File: config.mk
export PLATFORM = sky130hd
export DESIGN_NAME = hia_top
export DESIGN_NICKNAME = d
export VERILOG_FILES = /design/src/hia_pkg.sv /design/src/hia_event_latch.sv /design/src/hia_top.sv
export VERILOG_INCLUDE_DIRS = /design/src
export SDC_FILE = /design/constraint.sdc
export NUM_CORES = 1
export LEC_CHECK = 0
export BUFFER_PORTS_ARGS = -buffer_cell sky130_fd_sc_hd__buf_2
export CAP_MARGIN = 20
export CORE_ASPECT_RATIO = 1.1
export CORE_MARGIN = 4
export CORE_UTILIZATION = 33
export DETAILED_ROUTE_END_ITERATION = 7
export HOLD_SLACK_MARGIN = 0.08
export SLEW_MARGIN = 20
export SYNTH_ARGS = -nofsm -noshare
export SYNTH_HDL_FRONTEND = slang
export SYNTH_HIERARCHICAL = 1
export SYNTH_SLANG_ARGS = --single-unit
File: constraint.sdc
create_clock -name CORE_CLK_IN -period 2.21 [get_ports CORE_CLK_IN]
set_input_delay 0.3315 -clock CORE_CLK_IN [delete_from_list [all_inputs] [get_ports CORE_CLK_IN]]
set_output_delay 0.3315 -clock CORE_CLK_IN [all_outputs]
set_load 0.03 [all_outputs]
File: src/hia_defines.svh
// Offsets, bit positions, reset values and event indexes of the host interrupt aggregator
`ifndef HIA_DEFINES_SVH
`define HIA_DEFINES_SVH

// Register byte offsets
`define HIA_OFS_STATUS 12'h000
`define HIA_OFS_CMD 12'h008
`define HIA_OFS_MASK 12'h00C

// Reset values
`define HIA_MASK_RESET 32'h00F4FF3F
`define HIA_ZERO_WORD 32'h00000000

// Source status and mask field positions (shared layout)
`define HIA_BIT_ENABLE 31
`define HIA_BIT_MIDI 22
`define HIA_BIT_FIFO_SUM 20
`define HIA_BIT_DMA_SUM 18
`define HIA_FIFO_LSB 12
`define HIA_DMA_LSB 8
`define HIA_PIN_LSB 0

// Command register fields and the two software commands
`define HIA_CMD_VALUE_BIT 0
`define HIA_CMD_STROBE_BIT 1
`define HIA_CMD_EOI 32'h00000003
`define HIA_CMD_DISABLE 32'h00000002

// Pin group index (status bits 5..0)
`define HIA_PIN_VDN 0
`define HIA_PIN_VUP 1
`define HIA_PIN_GP1 2
`define HIA_PIN_GP3 3
`define HIA_PIN_GPS 4
`define HIA_PIN_GPP 5
`define HIA_PIN_COUNT 6

// Event latch vector layout
`define HIA_EV_PIN_LSB 0
`define HIA_EV_DMA_LSB 6
`define HIA_EV_FIFO_LSB 10
`define HIA_EV_MIDI 14
`define HIA_EV_COUNT 15

`endif

File: src/hia_pkg.sv
// Types shared by the host interrupt aggregator files
package hia_pkg;

  typedef logic [31:0] hia_word_t;

  typedef enum logic [1:0] {
    HIA_SEL_STATUS = 2'b00,
    HIA_SEL_CMD = 2'b01,
    HIA_SEL_MASK = 2'b10,
    HIA_SEL_NONE = 2'b11
  } hia_sel_e;

endpackage

File: src/hia_event_latch.sv
// Sticky event flags with per-bit clear where a new event beats its clear
`timescale 1ns/10ps
module hia_event_latch #(
  parameter int WIDTH = 15
) (
  input wire logic clk_in,
  input wire logic srst_in,
  input wire logic [WIDTH-1:0] set_in,
  input wire logic [WIDTH-1:0] clear_in,
  output logic [WIDTH-1:0] flag_out
);

  logic [WIDTH-1:0] flag_q;
  logic [WIDTH-1:0] flag_d;

  generate
    if (WIDTH < 1) begin : g_bad_width
      $error("hia_event_latch needs at least one flag");
    end
  endgenerate

  // Set is ORed in after the clear so a same-cycle event survives
  assign flag_d = (flag_q & ~clear_in) | set_in;

  always_ff @(posedge clk_in) begin
    if (srst_in) begin
      flag_q <= '0;
    end else begin
      flag_q <= flag_d;
    end
  end

  assign flag_out = flag_q;

endmodule

File: src/hia_top.sv
// Host interrupt aggregator: source latches, status, command and mask registers, host line
`timescale 1ns/10ps
`include "hia_defines.svh"
module hia_top
  import hia_pkg::*;
#(
  parameter int N_DMA = 4,
  parameter int N_FIFO = 4
) (
  input wire logic CORE_CLK_IN,
  input wire logic SRST_IN,
  // Host register port
  input wire logic [11:0] REG_ADDR_IN,
  input wire logic REG_WR_IN,
  input wire logic REG_RD_IN,
  input wire logic [31:0] REG_WDATA_IN,
  output logic [31:0] REG_RDATA_OUT,
  output logic REG_RVALID_OUT,
  // DMA engines: event pulses and status-read strobes
  input wire logic [N_DMA-1:0] DMA_EVENT_IN,
  input wire logic [N_DMA-1:0] DMA_STATUS_READ_IN,
  // Polled FIFOs: event pulses and status-read strobes
  input wire logic [N_FIFO-1:0] FIFO_EVENT_IN,
  input wire logic [N_FIFO-1:0] FIFO_IRQ_STATUS_READ_IN,
  // MIDI receiver
  input wire logic MIDI_RX_DATA_IN,
  input wire logic MIDI_PORT_STATUS_READ_IN,
  // Codec slot 12 GP_INT bits
  input wire logic PRIMARY_GP_INT_IN,
  input wire logic SECONDARY_GP_INT_IN,
  // Pin levels
  input wire logic PIN3_IN,
  input wire logic PIN1_IN,
  input wire logic VOL_UP_PIN_IN,
  input wire logic VOL_DOWN_PIN_IN,
  // Pin event control fields held outside this block
  input wire logic PIN3_OUTPUT_ENABLE_IN,
  input wire logic PIN1_OUTPUT_ENABLE_IN,
  input wire logic PIN3_STICKY_IN,
  input wire logic PIN1_STICKY_IN,
  input wire logic VOL_UP_STICKY_IN,
  input wire logic VOL_DOWN_STICKY_IN,
  input wire logic VOL_UP_LATCH_TRIGGER_IN,
  input wire logic VOL_DOWN_LATCH_TRIGGER_IN,
  input wire logic PIN1_SECONDARY_CODEC_IN,
  input wire logic HW_VOLUME_ENABLE_IN,
  input wire logic HW_VOLUME_UPDATE_IN,
  input wire logic [5:0] PIN_EVENT_CLEAR_IN,
  // Sticky state for the pin event control readback
  output logic [5:0] PIN_STICKY_STATUS_OUT,
  // Host interrupt line
  output logic HOST_IRQ_N_OUT
);

  // The status word has fixed room for exactly four DMA and four FIFO sources
  generate
    if (N_DMA != 4 || N_FIFO != 4) begin : g_bad_params
      $error("hia_top status layout holds exactly four DMA and four FIFO sources");
    end
  endgenerate

  // Full 12-bit match, so aliases of the three offsets read as unmapped
  function automatic hia_sel_e reg_sel(input logic [11:0] addr);
    hia_sel_e sel;
    sel = HIA_SEL_NONE;
    case (addr)
      `HIA_OFS_STATUS: sel = HIA_SEL_STATUS;
      `HIA_OFS_CMD: sel = HIA_SEL_CMD;
      `HIA_OFS_MASK: sel = HIA_SEL_MASK;
      default: sel = HIA_SEL_NONE;
    endcase
    return sel;
  endfunction

  // Any-edge detector on a level, suppressed until history is valid
  function automatic logic toggled(input logic now_lvl, input logic was_lvl,
                                   input logic valid);
    return valid & (now_lvl ^ was_lvl);
  endfunction

  // Register state
  logic enable_q;
  logic enable_d;
  hia_word_t mask_q;
  hia_word_t mask_d;
  hia_word_t rdata_q;
  hia_word_t rdata_d;
  logic rvalid_q;
  logic irq_n_q;
  logic irq_n_d;

  // Pin history for edge detection
  logic hist_valid_q;
  logic pin3_prev_q;
  logic pin1_prev_q;
  logic vup_prev_q;
  logic vdn_prev_q;
  logic gpp_prev_q;
  logic gps_prev_q;

  // Decode
  hia_sel_e sel;
  logic wr_cmd;
  logic wr_mask;
  logic rd_status;
  logic rd_cmd;
  logic rd_mask;
  logic cmd_strobe;
  logic cmd_value;

  assign sel = reg_sel(REG_ADDR_IN);
  assign wr_cmd = REG_WR_IN && (sel == HIA_SEL_CMD);
  assign wr_mask = REG_WR_IN && (sel == HIA_SEL_MASK);
  assign rd_status = REG_RD_IN && (sel == HIA_SEL_STATUS);
  assign rd_cmd = REG_RD_IN && (sel == HIA_SEL_CMD);
  assign rd_mask = REG_RD_IN && (sel == HIA_SEL_MASK);
  // Strobe bit is never stored, so it cannot read back as one
  assign cmd_strobe = REG_WDATA_IN[`HIA_CMD_STROBE_BIT];
  assign cmd_value = REG_WDATA_IN[`HIA_CMD_VALUE_BIT];

  // Pin edge events
  logic pin3_edge;
  logic pin1_edge;
  logic vup_edge;
  logic vdn_edge;
  logic gpp_rise;
  logic gps_rise;
  logic vol_engine_up;
  logic vol_engine_dn;

  assign pin3_edge = toggled(PIN3_IN, pin3_prev_q, hist_valid_q);
  assign pin1_edge = toggled(PIN1_IN, pin1_prev_q, hist_valid_q);
  assign vup_edge = toggled(VOL_UP_PIN_IN, vup_prev_q, hist_valid_q);
  assign vdn_edge = toggled(VOL_DOWN_PIN_IN, vdn_prev_q, hist_valid_q);
  // Codec GP_INT counts on its rising edge only; a held level is one event
  assign gpp_rise = hist_valid_q & PRIMARY_GP_INT_IN & ~gpp_prev_q;
  assign gps_rise = hist_valid_q & SECONDARY_GP_INT_IN & ~gps_prev_q;

  // Engine updates skip the sticky bit; only the pin edges need it
  // Engine update fires the volume up and down flags whose latch trigger is set
  assign vol_engine_up = HW_VOLUME_ENABLE_IN & VOL_UP_LATCH_TRIGGER_IN & HW_VOLUME_UPDATE_IN;
  assign vol_engine_dn = HW_VOLUME_ENABLE_IN & VOL_DOWN_LATCH_TRIGGER_IN & HW_VOLUME_UPDATE_IN;

  logic [5:0] pin_set;
  // Input and sticky needed on GPIO pins
  assign pin_set[`HIA_PIN_GP3] = pin3_edge & ~PIN3_OUTPUT_ENABLE_IN & PIN3_STICKY_IN;
  assign pin_set[`HIA_PIN_GP1] = pin1_edge & ~PIN1_OUTPUT_ENABLE_IN & PIN1_STICKY_IN
                                 & ~PIN1_SECONDARY_CODEC_IN;
  assign pin_set[`HIA_PIN_VUP] = (vup_edge & VOL_UP_STICKY_IN) | vol_engine_up;
  assign pin_set[`HIA_PIN_VDN] = (vdn_edge & VOL_DOWN_STICKY_IN) | vol_engine_dn;
  assign pin_set[`HIA_PIN_GPP] = gpp_rise;
  assign pin_set[`HIA_PIN_GPS] = gps_rise;

  // Event latch vectors
  logic [`HIA_EV_COUNT-1:0] ev_set;
  logic [`HIA_EV_COUNT-1:0] ev_clear;
  logic [`HIA_EV_COUNT-1:0] ev_flag;

  assign ev_set[`HIA_EV_DMA_LSB-1:`HIA_EV_PIN_LSB] = pin_set;
  assign ev_set[`HIA_EV_FIFO_LSB-1:`HIA_EV_DMA_LSB] = DMA_EVENT_IN;
  assign ev_set[`HIA_EV_MIDI-1:`HIA_EV_FIFO_LSB] = FIFO_EVENT_IN;
  // MIDI flag set on received data
  assign ev_set[`HIA_EV_MIDI] = MIDI_RX_DATA_IN;

  // Pin flags cleared only by control write
  assign ev_clear[`HIA_EV_DMA_LSB-1:`HIA_EV_PIN_LSB] = PIN_EVENT_CLEAR_IN;
  // Engine status read clears its bit
  assign ev_clear[`HIA_EV_FIFO_LSB-1:`HIA_EV_DMA_LSB] = DMA_STATUS_READ_IN;
  // FIFO status read clears its bit
  assign ev_clear[`HIA_EV_MIDI-1:`HIA_EV_FIFO_LSB] = FIFO_IRQ_STATUS_READ_IN;
  assign ev_clear[`HIA_EV_MIDI] = MIDI_PORT_STATUS_READ_IN;

  hia_event_latch #(
    .WIDTH(`HIA_EV_COUNT)
  ) u_events (
    .clk_in(CORE_CLK_IN),
    .srst_in(SRST_IN),
    .set_in(ev_set),
    .clear_in(ev_clear),
    .flag_out(ev_flag)
  );

  // Masked views; a masked source is not reported so the status shows what raised the line
  logic [5:0] pin_vis;
  logic [3:0] dma_vis;
  logic [3:0] fifo_vis;
  logic midi_vis;
  logic dma_sum;
  logic fifo_sum;
  logic any_source;
  logic dma_group_mask;
  logic fifo_group_mask;

  // A one in the mask blocks the source
  // Volume masks apply in every pin use
  assign pin_vis = ev_flag[`HIA_EV_DMA_LSB-1:`HIA_EV_PIN_LSB]
                   & ~mask_q[`HIA_PIN_LSB+5:`HIA_PIN_LSB];
  assign dma_group_mask = mask_q[`HIA_BIT_DMA_SUM];
  assign fifo_group_mask = mask_q[`HIA_BIT_FIFO_SUM];
  assign dma_vis = ev_flag[`HIA_EV_FIFO_LSB-1:`HIA_EV_DMA_LSB]
                   & ~mask_q[`HIA_DMA_LSB+3:`HIA_DMA_LSB] & {4{~dma_group_mask}};
  assign fifo_vis = ev_flag[`HIA_EV_MIDI-1:`HIA_EV_FIFO_LSB]
                    & ~mask_q[`HIA_FIFO_LSB+3:`HIA_FIFO_LSB] & {4{~fifo_group_mask}};
  assign midi_vis = ev_flag[`HIA_EV_MIDI] & ~mask_q[`HIA_BIT_MIDI];
  // Summary is OR of per-FIFO bits
  assign fifo_sum = |fifo_vis;
  assign dma_sum = |dma_vis;
  assign any_source = |pin_vis | dma_sum | fifo_sum | midi_vis;

  // Status word
  hia_word_t status_word;
  always_comb begin
    status_word = `HIA_ZERO_WORD;
    status_word[`HIA_BIT_ENABLE] = enable_q;
    status_word[`HIA_BIT_MIDI] = midi_vis;
    status_word[`HIA_BIT_FIFO_SUM] = fifo_sum;
    status_word[`HIA_BIT_DMA_SUM] = dma_sum;
    status_word[`HIA_FIFO_LSB+3:`HIA_FIFO_LSB] = fifo_vis;
    status_word[`HIA_DMA_LSB+3:`HIA_DMA_LSB] = dma_vis;
    status_word[`HIA_PIN_LSB+5:`HIA_PIN_LSB] = pin_vis;
  end

  hia_word_t cmd_word;
  // Enable in bit 0, strobe reads zero
  always_comb begin
    cmd_word = `HIA_ZERO_WORD;
    cmd_word[`HIA_CMD_VALUE_BIT] = enable_q;
  end

  // Global enable next value
  // A strobed write beats a status read in the same cycle
  always_comb begin
    enable_d = enable_q;
    if (wr_cmd && cmd_strobe) begin
      enable_d = cmd_value;
    end else if (rd_status && any_source) begin
      // Clear only with a pending source
      enable_d = 1'b0;
    end
  end

  // Reserved mask bits are kept as written; software must write zeros there
  assign mask_d = wr_mask ? REG_WDATA_IN : mask_q;

  // Read data; unmapped offsets read zero
  always_comb begin
    rdata_d = `HIA_ZERO_WORD;
    if (rd_status) begin
      // Pre-clear enable is what this read returns
      rdata_d = status_word;
    end else if (rd_cmd) begin
      rdata_d = cmd_word;
    end else if (rd_mask) begin
      rdata_d = mask_q;
    end
  end

  // Line gated by the global enable
  // Active-low level output
  // Built from the next enable so a clearing read drops the line at once
  assign irq_n_d = ~(enable_d & any_source);

  always_ff @(posedge CORE_CLK_IN) begin
    if (SRST_IN) begin
      enable_q <= 1'b0;
      mask_q <= `HIA_MASK_RESET;
      rdata_q <= `HIA_ZERO_WORD;
      rvalid_q <= 1'b0;
      irq_n_q <= 1'b1;
    end else begin
      enable_q <= enable_d;
      mask_q <= mask_d;
      rdata_q <= rdata_d;
      // Every read gets an answer, unmapped offsets included
      rvalid_q <= REG_RD_IN;
      // Registered so the host line cannot glitch while flags settle
      irq_n_q <= irq_n_d;
    end
  end

  // History starts invalid so a level present at reset release is not an edge
  always_ff @(posedge CORE_CLK_IN) begin
    if (SRST_IN) begin
      hist_valid_q <= 1'b0;
      pin3_prev_q <= 1'b0;
      pin1_prev_q <= 1'b0;
      vup_prev_q <= 1'b0;
      vdn_prev_q <= 1'b0;
      gpp_prev_q <= 1'b0;
      gps_prev_q <= 1'b0;
    end else begin
      hist_valid_q <= 1'b1;
      pin3_prev_q <= PIN3_IN;
      pin1_prev_q <= PIN1_IN;
      vup_prev_q <= VOL_UP_PIN_IN;
      vdn_prev_q <= VOL_DOWN_PIN_IN;
      gpp_prev_q <= PRIMARY_GP_INT_IN;
      gps_prev_q <= SECONDARY_GP_INT_IN;
    end
  end

  assign REG_RDATA_OUT = rdata_q;
  assign REG_RVALID_OUT = rvalid_q;
  // Raw flags, unmasked, for the pin event control readback
  assign PIN_STICKY_STATUS_OUT = ev_flag[`HIA_EV_DMA_LSB-1:`HIA_EV_PIN_LSB];
  assign HOST_IRQ_N_OUT = irq_n_q;

endmodule

## Yosys cells after proc, flatten, opt, wreduce, memory -nomap -nowiden

Cells that the tools add are included.

| storage, ports and cells | value |
|---|---|
| bits in registers | 89 |
| input port bits | 89 |
| output and inout port bits | 40 |
| word-level logic and storage cells | 89 |

| cells by class | value |
|---|---|
| equality and inequality tests | 4 |
| muxes and demuxes | 7 |
| bitwise operators | 51 |
| reductions and logical operators | 13 |

Operators with widths:

| cell | count |
|---|---|
| two-way mux 32 bit | 3 |
| equality test 12 x 4 -> 1 bit, second input constant | 2 |
| bitwise AND 1 bit | 21 |
| bitwise AND 4 bit | 4 |
| bitwise AND 15 bit | 1 |
| NOT 15 bit | 1 |
| bitwise OR 15 bit | 1 |
| logical NOT 12 bit | 1 |
| OR reduction 4 bit | 3 |
| NOT 1 bit | 10 |
| NOT 4 bit | 2 |
| logical AND 1 bit | 7 |
| bitwise AND 6 bit | 1 |
| NOT 6 bit | 1 |
| case mux 2 bit (3 select lines) | 1 |
| OR reduction 6 bit | 1 |
| bitwise OR 1 bit | 5 |
| XOR 1 bit | 4 |
| two-way mux 1 bit | 3 |
| equality test 2 x 1 -> 1 bit, second input constant | 1 |
| equality test 2 bit, second input constant | 1 |
| logical NOT 2 bit | 1 |

## Logic depth before layout (Yosys ltp)

Gate-level depths: netlist (run 1).

| logic depth | value |
|---|---|
| depth after elaboration | 12 |
| gate-level depth with buffers | 7 |
| gate-level depth less buffers | 4 |

## Modules after synthesis

The synthesis (run 1) kept the hierarchy.

By module, submodules not included:

| module | times used | cells each | area an instance (µm²) | sequential area each (µm²) |
|---|---|---|---|---|
| hia_top | 1 | 325 | 3012.9 | 1481.4 |
| hia_event_latch | 1 | 61 | 536.8 | 300.3 |

## Worst setup path before layout (run 1)

No wires, ideal clock.

| timing path | value |
|---|---|
| path kind | input-to-reg |
| start | input REG_ADDR_IN[11] |
| end | register rdata_q[17] (netlist: REG_RDATA_OUT[17]) |
| library setup time | 0.059 ns |
| data arrival time | 1.606 ns |
| data required time | 2.151 ns |
| setup slack | 0.546 ns |
| stages | 7 |
| buffers on the path | 3 |
| cells stage by stage | nor4_2 > and4_1 > buf_2 > and3_1 > buf_4 > buf_4 > and2_1 |

| on the way | value |
|---|---|
| longest elaborated chain between the ends | 6 |
| elaborated cells on any way between the ends | 12 |
| classes of those cells | eq/ne: 4; mux: 1; bitwise: 1; reduce/logical: 6 |

Ends and longest elaborated chain:

| element | line | source |
|---|---|---|
| start, declared | hia_top.sv:13 | `input wire logic [11:0] REG_ADDR_IN,` |
| equality test 12 x 4 -> 1 bit or logical NOT 12 bit (tied branches) | hia_top.sv:66 | `case (addr)` |
| case mux 2 bit (3 select lines) (*) | hia_top.sv:66 |  |
| equality test 2 bit | hia_top.sv:116 | `assign rd_mask = REG_RD_IN && (sel == HIA_SEL_MASK);` |
| logical AND 1 bit | hia_top.sv:116 |  |
| NOT 1 bit (no line) | -- |  |
| OR reduction 4 bit (no line) (*) | -- |  |
| end signal, assigned | hia_top.sv:267 | `` rdata_q <= `HIA_ZERO_WORD; `` |
| end signal, assigned | hia_top.sv:273 | `rdata_q <= rdata_d;` |
| end, declared | hia_top.sv:86 | `hia_word_t rdata_q;` |

Every way passes the cells marked *; elsewhere a longest branch is shown, timed or not.
A chain may end at the register's enable or synchronous reset.

## Final worst setup path (run 1)

| timing path | value |
|---|---|
| start | input REG_ADDR_IN[11] |
| end | register rdata_q[22] (netlist: REG_RDATA_OUT[22]) |

| on the way | value |
|---|---|
| longest elaborated chain between the ends | 7 |
| elaborated cells on any way between the ends | 13 |
| classes of those cells | eq/ne: 4; mux: 4; reduce/logical: 5 |

Ends and longest elaborated chain:

| element | line | source |
|---|---|---|
| equality test 12 x 4 -> 1 bit or logical NOT 12 bit (tied branches) | hia_top.sv:66 |  |
| case mux 2 bit (3 select lines) (*) | hia_top.sv:66 |  |
| equality test 2 bit | hia_top.sv:116 |  |
| logical AND 1 bit | hia_top.sv:116 |  |
| two-way mux 32 bit | hia_top.sv:253 | `end else if (rd_mask) begin` |
| two-way mux 32 bit | hia_top.sv:251 | `end else if (rd_cmd) begin` |
| two-way mux 32 bit (*) | hia_top.sv:248 | `if (rd_status) begin` |

Marked as above.

==> results of run 1 <==
==> synthesized netlist by cell type, types with 6 or more instances <==
library cell	n	share of area, %
sky130_fd_sc_hd__a21oi_1	36	5.1
sky130_fd_sc_hd__a31oi_1	19	3.3
sky130_fd_sc_hd__and2_1	15	2.6
sky130_fd_sc_hd__clkbuf_1	23	2.4
sky130_fd_sc_hd__dfxtp_1	89	50
sky130_fd_sc_hd__inv_1	19	2.0
sky130_fd_sc_hd__mux2_2	6	1.9
sky130_fd_sc_hd__nand2b_1	26	4.6
sky130_fd_sc_hd__nand4_1	28	4.9
sky130_fd_sc_hd__nor2b_1	11	1.9
sky130_fd_sc_hd__nor4_1	19	3.3
sky130_fd_sc_hd__o21ai_0	29	4.1
sky130_fd_sc_hd__o31ai_1	13	2.7
==> worst reg2reg max path, delay by kind of cell (launching register included) <==
| family | cells | cell delay (ps) |
|---|---|---|
| DFF | 1 | 330 |
| AOI/OAI and AO/OA | 2 | 660 |
| and+or+nand+nor | 2 | 570 |
==> registers in the layout (all words and copies together) (netlist names) <==
register / count
HOST_IRQ_N_OUT: 1
REG_RDATA_OUT: 32
REG_RVALID_OUT: 1
enable_q: 1
gpp_prev_q: 1
gps_prev_q: 1
hist_valid_q: 1
mask_q: 32
pin1_prev_q: 1
pin3_prev_q: 1
u_events/flag_out: 15
vdn_prev_q: 1
vup_prev_q: 1
==> cells by family (layout without fill, tap and decap cells) <==
group / Yosys count / after routing
simple gates: 130 / 130
compound gates: 105 / 105
flops: 89 / 89
buf+inv: 52 / 175
mux: 6 / 6
xor+xnor: 4 / 4
==> layer usage <==
metal	share of wire [%]	wire length, µm
met1	45	4718
met2	45	4783
met3	7.9	827
met4	1.8	190
met5	0	0
==> cell type report <==
cell class,count,area [µm²]
timing repair buffer,140,730.7
inverter,19,71.32
clock inverter,6,91.34
fill,1080,5808
sequential,89,1782
clock buffer,10,239.0
tap,143,178.9
multi-input combinational,245,1541
==> report_power, final <==
part	switching, mW	internal (mW)	leakage (nW)
Sequential	0.0175	1.63	0.723
Combinational	0.137	0.0985	1.09
Clock	0.644	1.02	0.151
==> worst max-delay path by stage <==
stage | end | startpoint | slack (ps) | cells past startpoint
global route | REG_RDATA_OUT[10] | REG_ADDR_IN[11] | 340 | 5
global placement | REG_RDATA_OUT[18] | REG_ADDR_IN[11] | 290 | 5
finish | REG_RDATA_OUT[22] | REG_ADDR_IN[11] | 550 | 6
floorplan | REG_RDATA_OUT[17] | REG_ADDR_IN[11] | 550 | 7
detailed placement | REG_RDATA_OUT[22] | REG_ADDR_IN[11] | 250 | 6
CTS | enable_q | u_events/flag_out[7] | 570 | 4
==> results by group, run 1 <==
Global route
  • Antenna violations before repair: 1
  • Via count of the first global-routing pass: 3,228
  • Global-route met1 utilization: 22.10%
  • Global Route met2 Usage: 25.69%
  • Global-route wire length before repair: 16,370 µm
  • Total GRT Usage: 16.75%
  • Met3 layer usage reported by global route: 4.937%
  • Grt peak-use layer: met2
  • Final global-route overflow total: 0
  • Largest net degree at the start of global routing: 42

Timing
  • Post-route clock period utilization: 75.24%
  • Slew at the pin closest to its max-slew limit: 1076 ps
  • Worst hold margin: 218.9 ps
  • Final setup fails: 0
  • Largest clock skew in the final design: 4.521 ps
  • Setup repair after global routing missed its margin: no
  • Count of endpoints failing hold in the final timing report: 0
  • Max-slew violation total from the final report: 0
  • Fmax: 0.6014 GHz
  • Headroom to the max-slew limit: 28.17%
  • Final period demand of the worst path: 1663 ps
  • Final TNS setup: 0 ps
  • Final setup margin: 547.2 ps

Logic synthesis
  • Post-Syn Area: 3550 µm²
  • Dominant register cell in the synthesized netlist: sky130_fd_sc_hd__dfxtp_1
  • Area share of xor/xnor cells in the synthesized design: 0.9870%
  • Post-synthesis mux area share: 1.903%
  • Combinational family with the most area after synthesis: simple AND/OR/NAND/NOR gates
  • Simple-Gate Fraction of Synth Area: 23.23%
  • Post-synthesis cell type count: 38
  • Yosys reg bits: 89
  • Number of flops mapped to enable cells by yosys: 0
  • Post-synth ARST share: 0%
  • Instance count of the mapped netlist: 386
  • Fraction of the mapped netlist area in compound gates: 17.31%
  • Synthesized area divided by synthesized cell count: 9.196 µm²
  • Number of warnings printed during yosys synthesis: 6
  • Adder-cell area share of the yosys netlist: 0%
  • Synthesized netlist net count: 475
  • Register area share after synthesis: 50.19%

Critical path
  • Maximum fanout count along the critical path: 8
  • Number of buffer and inverter stages on the critical path: 2
  • Launching point of the worst reg2reg path: u_events/flag_out[6]
  • Crit path arrival time: 1930 ps
  • Worst reg2reg setup slack: 590 ps
  • Kind of launch point of the worst setup path: input pin
  • Register-to-Register Path Depth: 4
  • Cell family with most CP delay: simple AND/OR/NAND/NOR gates
  • Capturing element type of the critical path: flop
  • Delay of the slowest cell on the worst path: 520 ps
  • Max stage delay cell, worst path: sky130_fd_sc_hd__nor4_2
  • Endpoint of the lowest-slack register-to-register path: enable_q
  • Worst setup path category: in2reg
  • CP Cell Sequence: buf_2 > nor4_2 > and4_1 > buf_4 > nand3_1 > a21oi_1
  • Worst endpoint required time: 2480 ps

Floorplan
  • Standard cell core area: 10,440 µm²
  • Number of rows created at floorplan: 39
  • IO Count: 129
  • Die outline width: 106.9 µm
  • Initial core utilization: 33.99%
  • Die area: 12,480 µm²
  • Die Y: 116.8 µm

Clock tree
  • Clock tree from TritonCTS: built
  • CTS Root Cell: sky130_fd_sc_hd__clkbuf_16
  • Clock Sink Count: 89
  • Clk slew on worst S/H paths: 60 ps
  • Post-cts sizing count: 0
  • Setup fix buffers added after clock tree synthesis: 0
  • TritonCTS Buffers: 9
  • H-Tree Level Count: 3
  • CTS max path bufs: 2
  • CTS hold repair buffers: 0
  • Insertion delay of the later-clocked pin in the worst-skew pair: 340 ps

Power
  • Cell Pwr Density: 765.5 nW/µm²
  • Final Total Pwr: 3.547 mW
  • P_leak: 1.960 nW
  • Peak supply drop: 0.3609 mV

Hold path
  • Origin of the worst min-delay path: FIFO_EVENT_IN[1]
  • Class of the tightest hold or removal check: in2reg
  • Worst hold path endpoint: u_events/flag_out[11]
  • Cell depth of the worst hold path: 3

Finish
  • Commonest non-fill, non-tap cell in the layout: sky130_fd_sc_hd__buf_2
  • Utilization of the core after routing: 44.38%
  • Signed area change from the synthesized netlist to the final layout: 30.56%
  • Final instance area: 4634 µm²
  • Total number of nets in the final design: 593
  • Share of final-layout standard cells stronger than drive strength 1: 32.22%
  • N_diodes: 0
  • Final non-filler cell total: 652
  • Commonest cells after routing, fill and taps aside: sky130_fd_sc_hd__buf_2, sky130_fd_sc_hd__dfxtp_1, sky130_fd_sc_hd__a21oi_1, sky130_fd_sc_hd__o21ai_0, sky130_fd_sc_hd__nand4_1

Drt
  • DR iter-0 viols: 197
  • DRC violations left: 0
  • Pre-Repair DR Iteration Count: 5
  • Post-DR wirelength/cell: 16.13 µm
  • Post-route ant nets: 0
  • Drt via density: 5.166
  • Total number of vias: 3,368
  • Final routed wirelength across all metal layers: 10,520 µm

Placement
  • Worst-case setup slack after placement: 252.1 ps
  • Port Buffer Count: 128
  • Cell area reported after detailed placement: 4304 µm²
  • Placed cells: 636
  • GPL Wtd Cong: 0.7975
  • Final HPWL from detailed placement: 7452 µm

Flow run
  • Number of max-cap violations: 0

Outcome
  • Status: finished clean
(Power assumes the default switching activity.)
==> run 2, diff against run 1 <==
==> constraint.sdc (replaced) <==
create_clock -name CORE_CLK_IN -period 1.7 [get_ports CORE_CLK_IN]
set_input_delay 0.255 -clock CORE_CLK_IN [delete_from_list [all_inputs] [get_ports CORE_CLK_IN]]
set_output_delay 0.255 -clock CORE_CLK_IN [all_outputs]
set_load 0.03 [all_outputs]
==> run 2 against run 1 <==
  * Critical path depth fell by 1
  * Clock-buffer cell count up 1
  * First-iteration DRC count decreased by 32%
  * Final area is 3.1% higher
  * Total power rose by 22%
  * Sequential share of layout area shrank 1.1 points
  * Clock skew about the same
  * Worst hold slack got worse by 73 ps
  * Setup slack lost 320 ps
  * Die area unchanged
  * Largest power group is now sequential cells
  * Highest routed layer is now met5
==> results by group, run 2 (synthesis results as in run 1) <==
Outcome
  • Status: finished clean

Floorplan
  • Die outline width: 106.9 µm
  • IO Count: 129
  • Initial core utilization: 33.99%
  • Die Y: 116.8 µm
  • Die area: 12,480 µm²
  • Standard cell core area: 10,440 µm²
  • Number of rows created at floorplan: 39

Drt
  • Post-DR wirelength/cell: 15.63 µm
  • Met3 layer wire length in the routed design: 806 µm
  • Met2 routed WL: 4886 µm
  • Top Layer Used: met5
  • Drt via density: 5.089
  • Final routed wirelength across all metal layers: 10,500 µm
  • DR iter-0 viols: 133
  • Met1 wire length: 4611 µm
  • DRC violations left: 0
  • Total number of vias: 3,420
  • Post-route ant nets: 0
  • Pre-Repair DR Iteration Count: 4

Finish
  • Signed area change from the synthesized netlist to the final layout: 34.58%
  • Final instance area: 4777 µm²
  • Share of final-layout standard cells stronger than drive strength 1: 34.66%
  • Commonest non-fill, non-tap cell in the layout: sky130_fd_sc_hd__buf_2
  • Final non-filler cell total: 672
  • Total number of nets in the final design: 612
  • Commonest cells after routing, fill and taps aside: sky130_fd_sc_hd__buf_2, sky130_fd_sc_hd__dfxtp_1, sky130_fd_sc_hd__a21oi_1, sky130_fd_sc_hd__o21ai_0

Global route
  • Largest net degree at the start of global routing: 34
  • Antenna violations before repair: 2
  • Global-route wire length before repair: 16,550 µm
  • Via count of the first global-routing pass: 3,373
  • Final global-route overflow total: 0
  • Total GRT Usage: 16.75%

Clock tree
  • Setup fix buffers added after clock tree synthesis: 0
  • TritonCTS Buffers: 9
  • CTS Root Cell: sky130_fd_sc_hd__clkbuf_16
  • Clock Sink Count: 89
  • Post-cts sizing count: 0
  • CTS max path bufs: 2
  • Clk slew on worst S/H paths: 60 ps
  • H-Tree Level Count: 3
  • Clock tree from TritonCTS: built
  • CTS hold repair buffers: 0
  • Insertion delay of the later-clocked pin in the worst-skew pair: 330 ps

Critical path
  • Max stage delay cell, worst path: sky130_fd_sc_hd__o41ai_2
  • Kind of launch point of the worst setup path: flop
  • Cell family with most CP delay: compound AO/OA/AOI/OAI gates
  • Delay of the slowest cell on the worst path: 390 ps
  • Worst endpoint required time: 1980 ps
  • Crit path arrival time: 1760 ps
  • Number of buffer and inverter stages on the critical path: 1
  • Capturing element type of the critical path: flop
  • Maximum fanout count along the critical path: 2
  • Worst setup path category: reg2reg
  • CP Cell Sequence: nor2b_1 > o41ai_2 > nor4b_1 > buf_4 > o211a_1

Timing
  • Post-route clock period utilization: 86.88%
  • Final setup fails: 0
  • Largest clock skew in the final design: 4.772 ps
  • Headroom to the max-slew limit: 71.86%
  • Count of endpoints failing hold in the final timing report: 0
  • Worst hold margin: 146.2 ps
  • Final TNS setup: 0 ps
  • Setup repair after global routing missed its margin: no
  • Fmax: 0.6771 GHz
  • Slew at the pin closest to its max-slew limit: 421.2 ps
  • Max-slew violation total from the final report: 0
  • Final period demand of the worst path: 1477 ps

Placement
  • Placed cells: 655
  • Cell area reported after detailed placement: 4484 µm²
  • Port Buffer Count: 128
  • GPL Wtd Cong: 0.8399
  • Final HPWL from detailed placement: 7770 µm

Power
  • Sequential group share of total power: 49.3%
  • Power Internal: 3.307 mW
  • Final Total Pwr: 4.328 mW
  • Switching share of total power: 23.61%
  • Clock power share: 43.0%
  • P_leak: 2.055 nW
  • Cell Pwr Density: 906.1 nW/µm²
  • Net switching power figure: 1.022 mW
  • Peak supply drop: 0.3845 mV
  • Portion of total power attributed to combinational logic: 7.7%

Flow run
  • Number of max-cap violations: 0

Hold path
  • Class of the tightest hold or removal check: in2reg
==> run 2: cell types whose count changed in the layout (fill, tap and decap cells not counted), sizes merged <==
cell / before / now
buf: 140 / 159
bufinv: 2 / 0
clkbuf: 10 / 11
diode: 0 / 1
inv: 19 / 20
==> run 2: worst paths after layout <==
check / cells after the start / slack [ps] / endpoint / start
setup / recovery: 5 / 220 / enable_q / u_events/flag_out[6]
hold / removal: 2 / 150 / gps_prev_q / SECONDARY_GP_INT_IN
setup reg to reg: 5 / 220 / enable_q / u_events/flag_out[6]
hold reg to reg: 1 / 450 / REG_RDATA_OUT[16] / mask_q[16]
==> run 2: metal layers <==
layer,up-vias,track usage [%]
met5,-,0
met4,2,6.564
met3,22,4.717
met2,144,27.33
met1,1565,21.17
li1,1687,-
==> run 2: final cells by class <==
class	instances	area, µm²
tap	143	178.9
antenna	1	2.502
multi-input combinational	245	1549
timing repair buffer	159	910.9
clock buffer	11	242.7
sequential	89	1782
inverter	19	71.32
clock inverter	5	40.04
fill	1065	5665
==> run 2: power groups by stage <==
stage	logic, mW	clock network (mW)	registers, mW
after floorplan	0.131	0	2.19
after global placement	0.329	0	2.18
after detailed placement	0.332	0	2.18
after CTS	0.333	1.90	2.14
after global routing	0.363	1.99	2.14
final	0.334	1.86	2.14
==> run 2: stage by stage <==
stage	setup slack, ps	util (%)
CTS	124.3	45.65
detailed placement	7.503	42.94
global route	71.90	45.75
finish	223.1	45.75
floorplan	112.2	-
global placement	3.758	42.94
==> run 3, diff against run 2 <==
==> constraint.sdc (replaced) <==
create_clock -name CORE_CLK_IN -period 1.89 [get_ports CORE_CLK_IN]
set_input_delay 0.2835 -clock CORE_CLK_IN [delete_from_list [all_inputs] [get_ports CORE_CLK_IN]]
set_output_delay 0.2835 -clock CORE_CLK_IN [all_outputs]
set_load 0.03 [all_outputs]
==> run 3 against run 2 <==
  * Critical endpoint unchanged
  * Worst hold slack gained 28 ps
  * Sequential share of layout area is 1.0 points higher
  * Clock-buffer cell count unchanged
  * Largest cell class unchanged
  * Critical path depth fell by 1
  * Sequential cell count did not move
  * Routed wire length fell by 0.83%
  * Largest power group unchanged
==> results by group, run 3 (synthesis results as in run 1) <==
Clock tree
  • CTS Root Cell: sky130_fd_sc_hd__clkbuf_16
  • Post-cts sizing count: 0
  • Clk slew on worst S/H paths: 70 ps
  • Clock Sink Count: 89
  • Clock tree from TritonCTS: built
  • H-Tree Level Count: 3
  • Setup fix buffers added after clock tree synthesis: 0
  • TritonCTS Buffers: 9
  • CTS max path bufs: 2
  • CTS hold repair buffers: 0
  • Insertion delay of the later-clocked pin in the worst-skew pair: 330 ps

Floorplan
  • Die Y: 116.8 µm
  • Initial core utilization: 33.99%
  • Standard cell core area: 10,440 µm²
  • Number of rows created at floorplan: 39
  • IO Count: 129
  • Die area: 12,480 µm²
  • Die outline width: 106.9 µm

Timing
  • Final setup fails: 0
  • Final TNS setup: 0 ps
  • Max-slew violation total from the final report: 0
  • Slew at the pin closest to its max-slew limit: 1095 ps
  • Post-route clock period utilization: 88.10%
  • Largest clock skew in the final design: 8.674 ps
  • Final setup margin: 225.0 ps
  • Fmax: 0.6006 GHz
  • Headroom to the max-slew limit: 26.92%
  • Setup repair after global routing missed its margin: no
  • Final period demand of the worst path: 1665 ps
  • Count of endpoints failing hold in the final timing report: 0
  • Worst hold margin: 174.5 ps

Power
  • Final Total Pwr: 3.903 mW
  • Portion of total power attributed to combinational logic: 7.1%
  • P_leak: 1.980 nW
  • Power Internal: 2.993 mW
  • Clock power share: 43.6%
  • Switching share of total power: 23.32%
  • Peak supply drop: 0.4405 mV
  • Sequential group share of total power: 49.3%
  • Cell Pwr Density: 839.0 nW/µm²
  • Net switching power figure: 0.9100 mW

Finish
  • Signed area change from the synthesized netlist to the final layout: 31.05%
  • Commonest non-fill, non-tap cell in the layout: sky130_fd_sc_hd__buf_2
  • Utilization of the core after routing: 44.55%
  • Total number of nets in the final design: 599
  • Final non-filler cell total: 658
  • Share of final-layout standard cells stronger than drive strength 1: 33.01%
  • Commonest cells after routing, fill and taps aside: sky130_fd_sc_hd__buf_2, sky130_fd_sc_hd__dfxtp_1, sky130_fd_sc_hd__a21oi_1, sky130_fd_sc_hd__o21ai_0, sky130_fd_sc_hd__nand4_1
  • Final instance area: 4652 µm²
  • N_diodes: 0

Critical path
  • Worst setup path category: reg2reg
  • Delay of the slowest cell on the worst path: 470 ps
  • Worst reg2reg setup slack: 220 ps
  • Capture point of the critical path: enable_q
  • CP Cell Sequence: nor2b_1 > o41ai_1 > nor4b_1 > o211a_1
  • Register-to-Register Path Depth: 4
  • Number of buffer and inverter stages on the critical path: 0
  • Worst endpoint required time: 2160 ps
  • Cell family with most CP delay: compound AO/OA/AOI/OAI gates
  • Timing startpoint of the critical path: u_events/flag_out[6]
  • Maximum fanout count along the critical path: 3
  • Kind of launch point of the worst setup path: flop
  • Crit path arrival time: 1940 ps
  • Launching point of the worst reg2reg path: u_events/flag_out[6]
  • Cell count along the critical path: 4
  • Endpoint of the lowest-slack register-to-register path: enable_q
  • Capturing element type of the critical path: flop
  • Max stage delay cell, worst path: sky130_fd_sc_hd__o41ai_1

Global route
  • Final global-route overflow total: 0
  • Antenna violations before repair: 2
  • Via count of the first global-routing pass: 3,233
  • Total GRT Usage: 16.29%
  • Largest net degree at the start of global routing: 34
  • Global Route met2 Usage: 25.48%
  • Global-route wire length before repair: 16,100 µm
  • Met3 layer usage reported by global route: 5.595%
  • Global-route met1 utilization: 21.35%
  • Grt peak-use layer: met2

Placement
  • Placed cells: 642
  • GPL Wtd Cong: 0.8583
  • Worst-case setup slack after placement: 116.6 ps
  • Cell area reported after detailed placement: 4362 µm²
  • Final HPWL from detailed placement: 7501 µm
  • Port Buffer Count: 128

Outcome
  • Status: finished clean

Flow run
  • Number of max-cap violations: 0

Drt
  • DR iter-0 viols: 201
  • Final routed wirelength across all metal layers: 10,410 µm
  • Pre-Repair DR Iteration Count: 4
  • Drt via density: 5.074
  • Post-route ant nets: 0
  • DRC violations left: 0
  • Total number of vias: 3,339
  • Post-DR wirelength/cell: 15.83 µm

Hold path
  • Class of the tightest hold or removal check: in2reg
==> run 3: cell types whose count changed in the layout (fill, tap and decap cells not counted), sizes merged <==
cell,change
clkinv,+1
diode,-1
buf,-13
clkinvlp,-1
==> run 3: power groups by stage <==
stage          clock network [mW]  registers, mW  logic [mW]
3_5_place_dp                    0           1.97       0.278
6_report                     1.70           1.92       0.279
4_1_cts                      1.75           1.92       0.279
2_1_floorplan                   0           1.97       0.117
3_3_place_gp                    0           1.97       0.275
5_1_grt                      1.83           1.93       0.304
==> run 3: worst min-delay path by stage <==
stage,startpoint,endpoint,slack [ps],cells past startpoint
2_1_floorplan,SRST_IN,u_events/flag_out[0],350,1
3_3_place_gp,mask_q[17],REG_RDATA_OUT[17],440,1
3_5_place_dp,mask_q[6],REG_RDATA_OUT[6],440,1
4_1_cts,SECONDARY_GP_INT_IN,gps_prev_q,170,2
5_1_grt,SECONDARY_GP_INT_IN,gps_prev_q,180,2
6_report,SECONDARY_GP_INT_IN,gps_prev_q,170,2
==> run 3: layout make-up <==
class,count,area (µm²)
Fill cell,1053,5791
Sequential cell,89,1782
Multi-Input combinational cell,245,1541
Timing Repair Buffer,146,788.3
Clock buffer,11,252.7
Tap cell,143,178.9
Inverter,19,71.32
Clock inverter,5,37.54
==> run 3: layer usage <==
| layer | vias to the layer above | share of wire (%) |
|---|---|---|
| met1 | 1521 | 45 |
| met2 | 140 | 45 |
| met3 | 16 | 8.7 |
| met5 | - | 0.26 |
| li1 | 1658 | - |
| met4 | 4 | 1.3 |
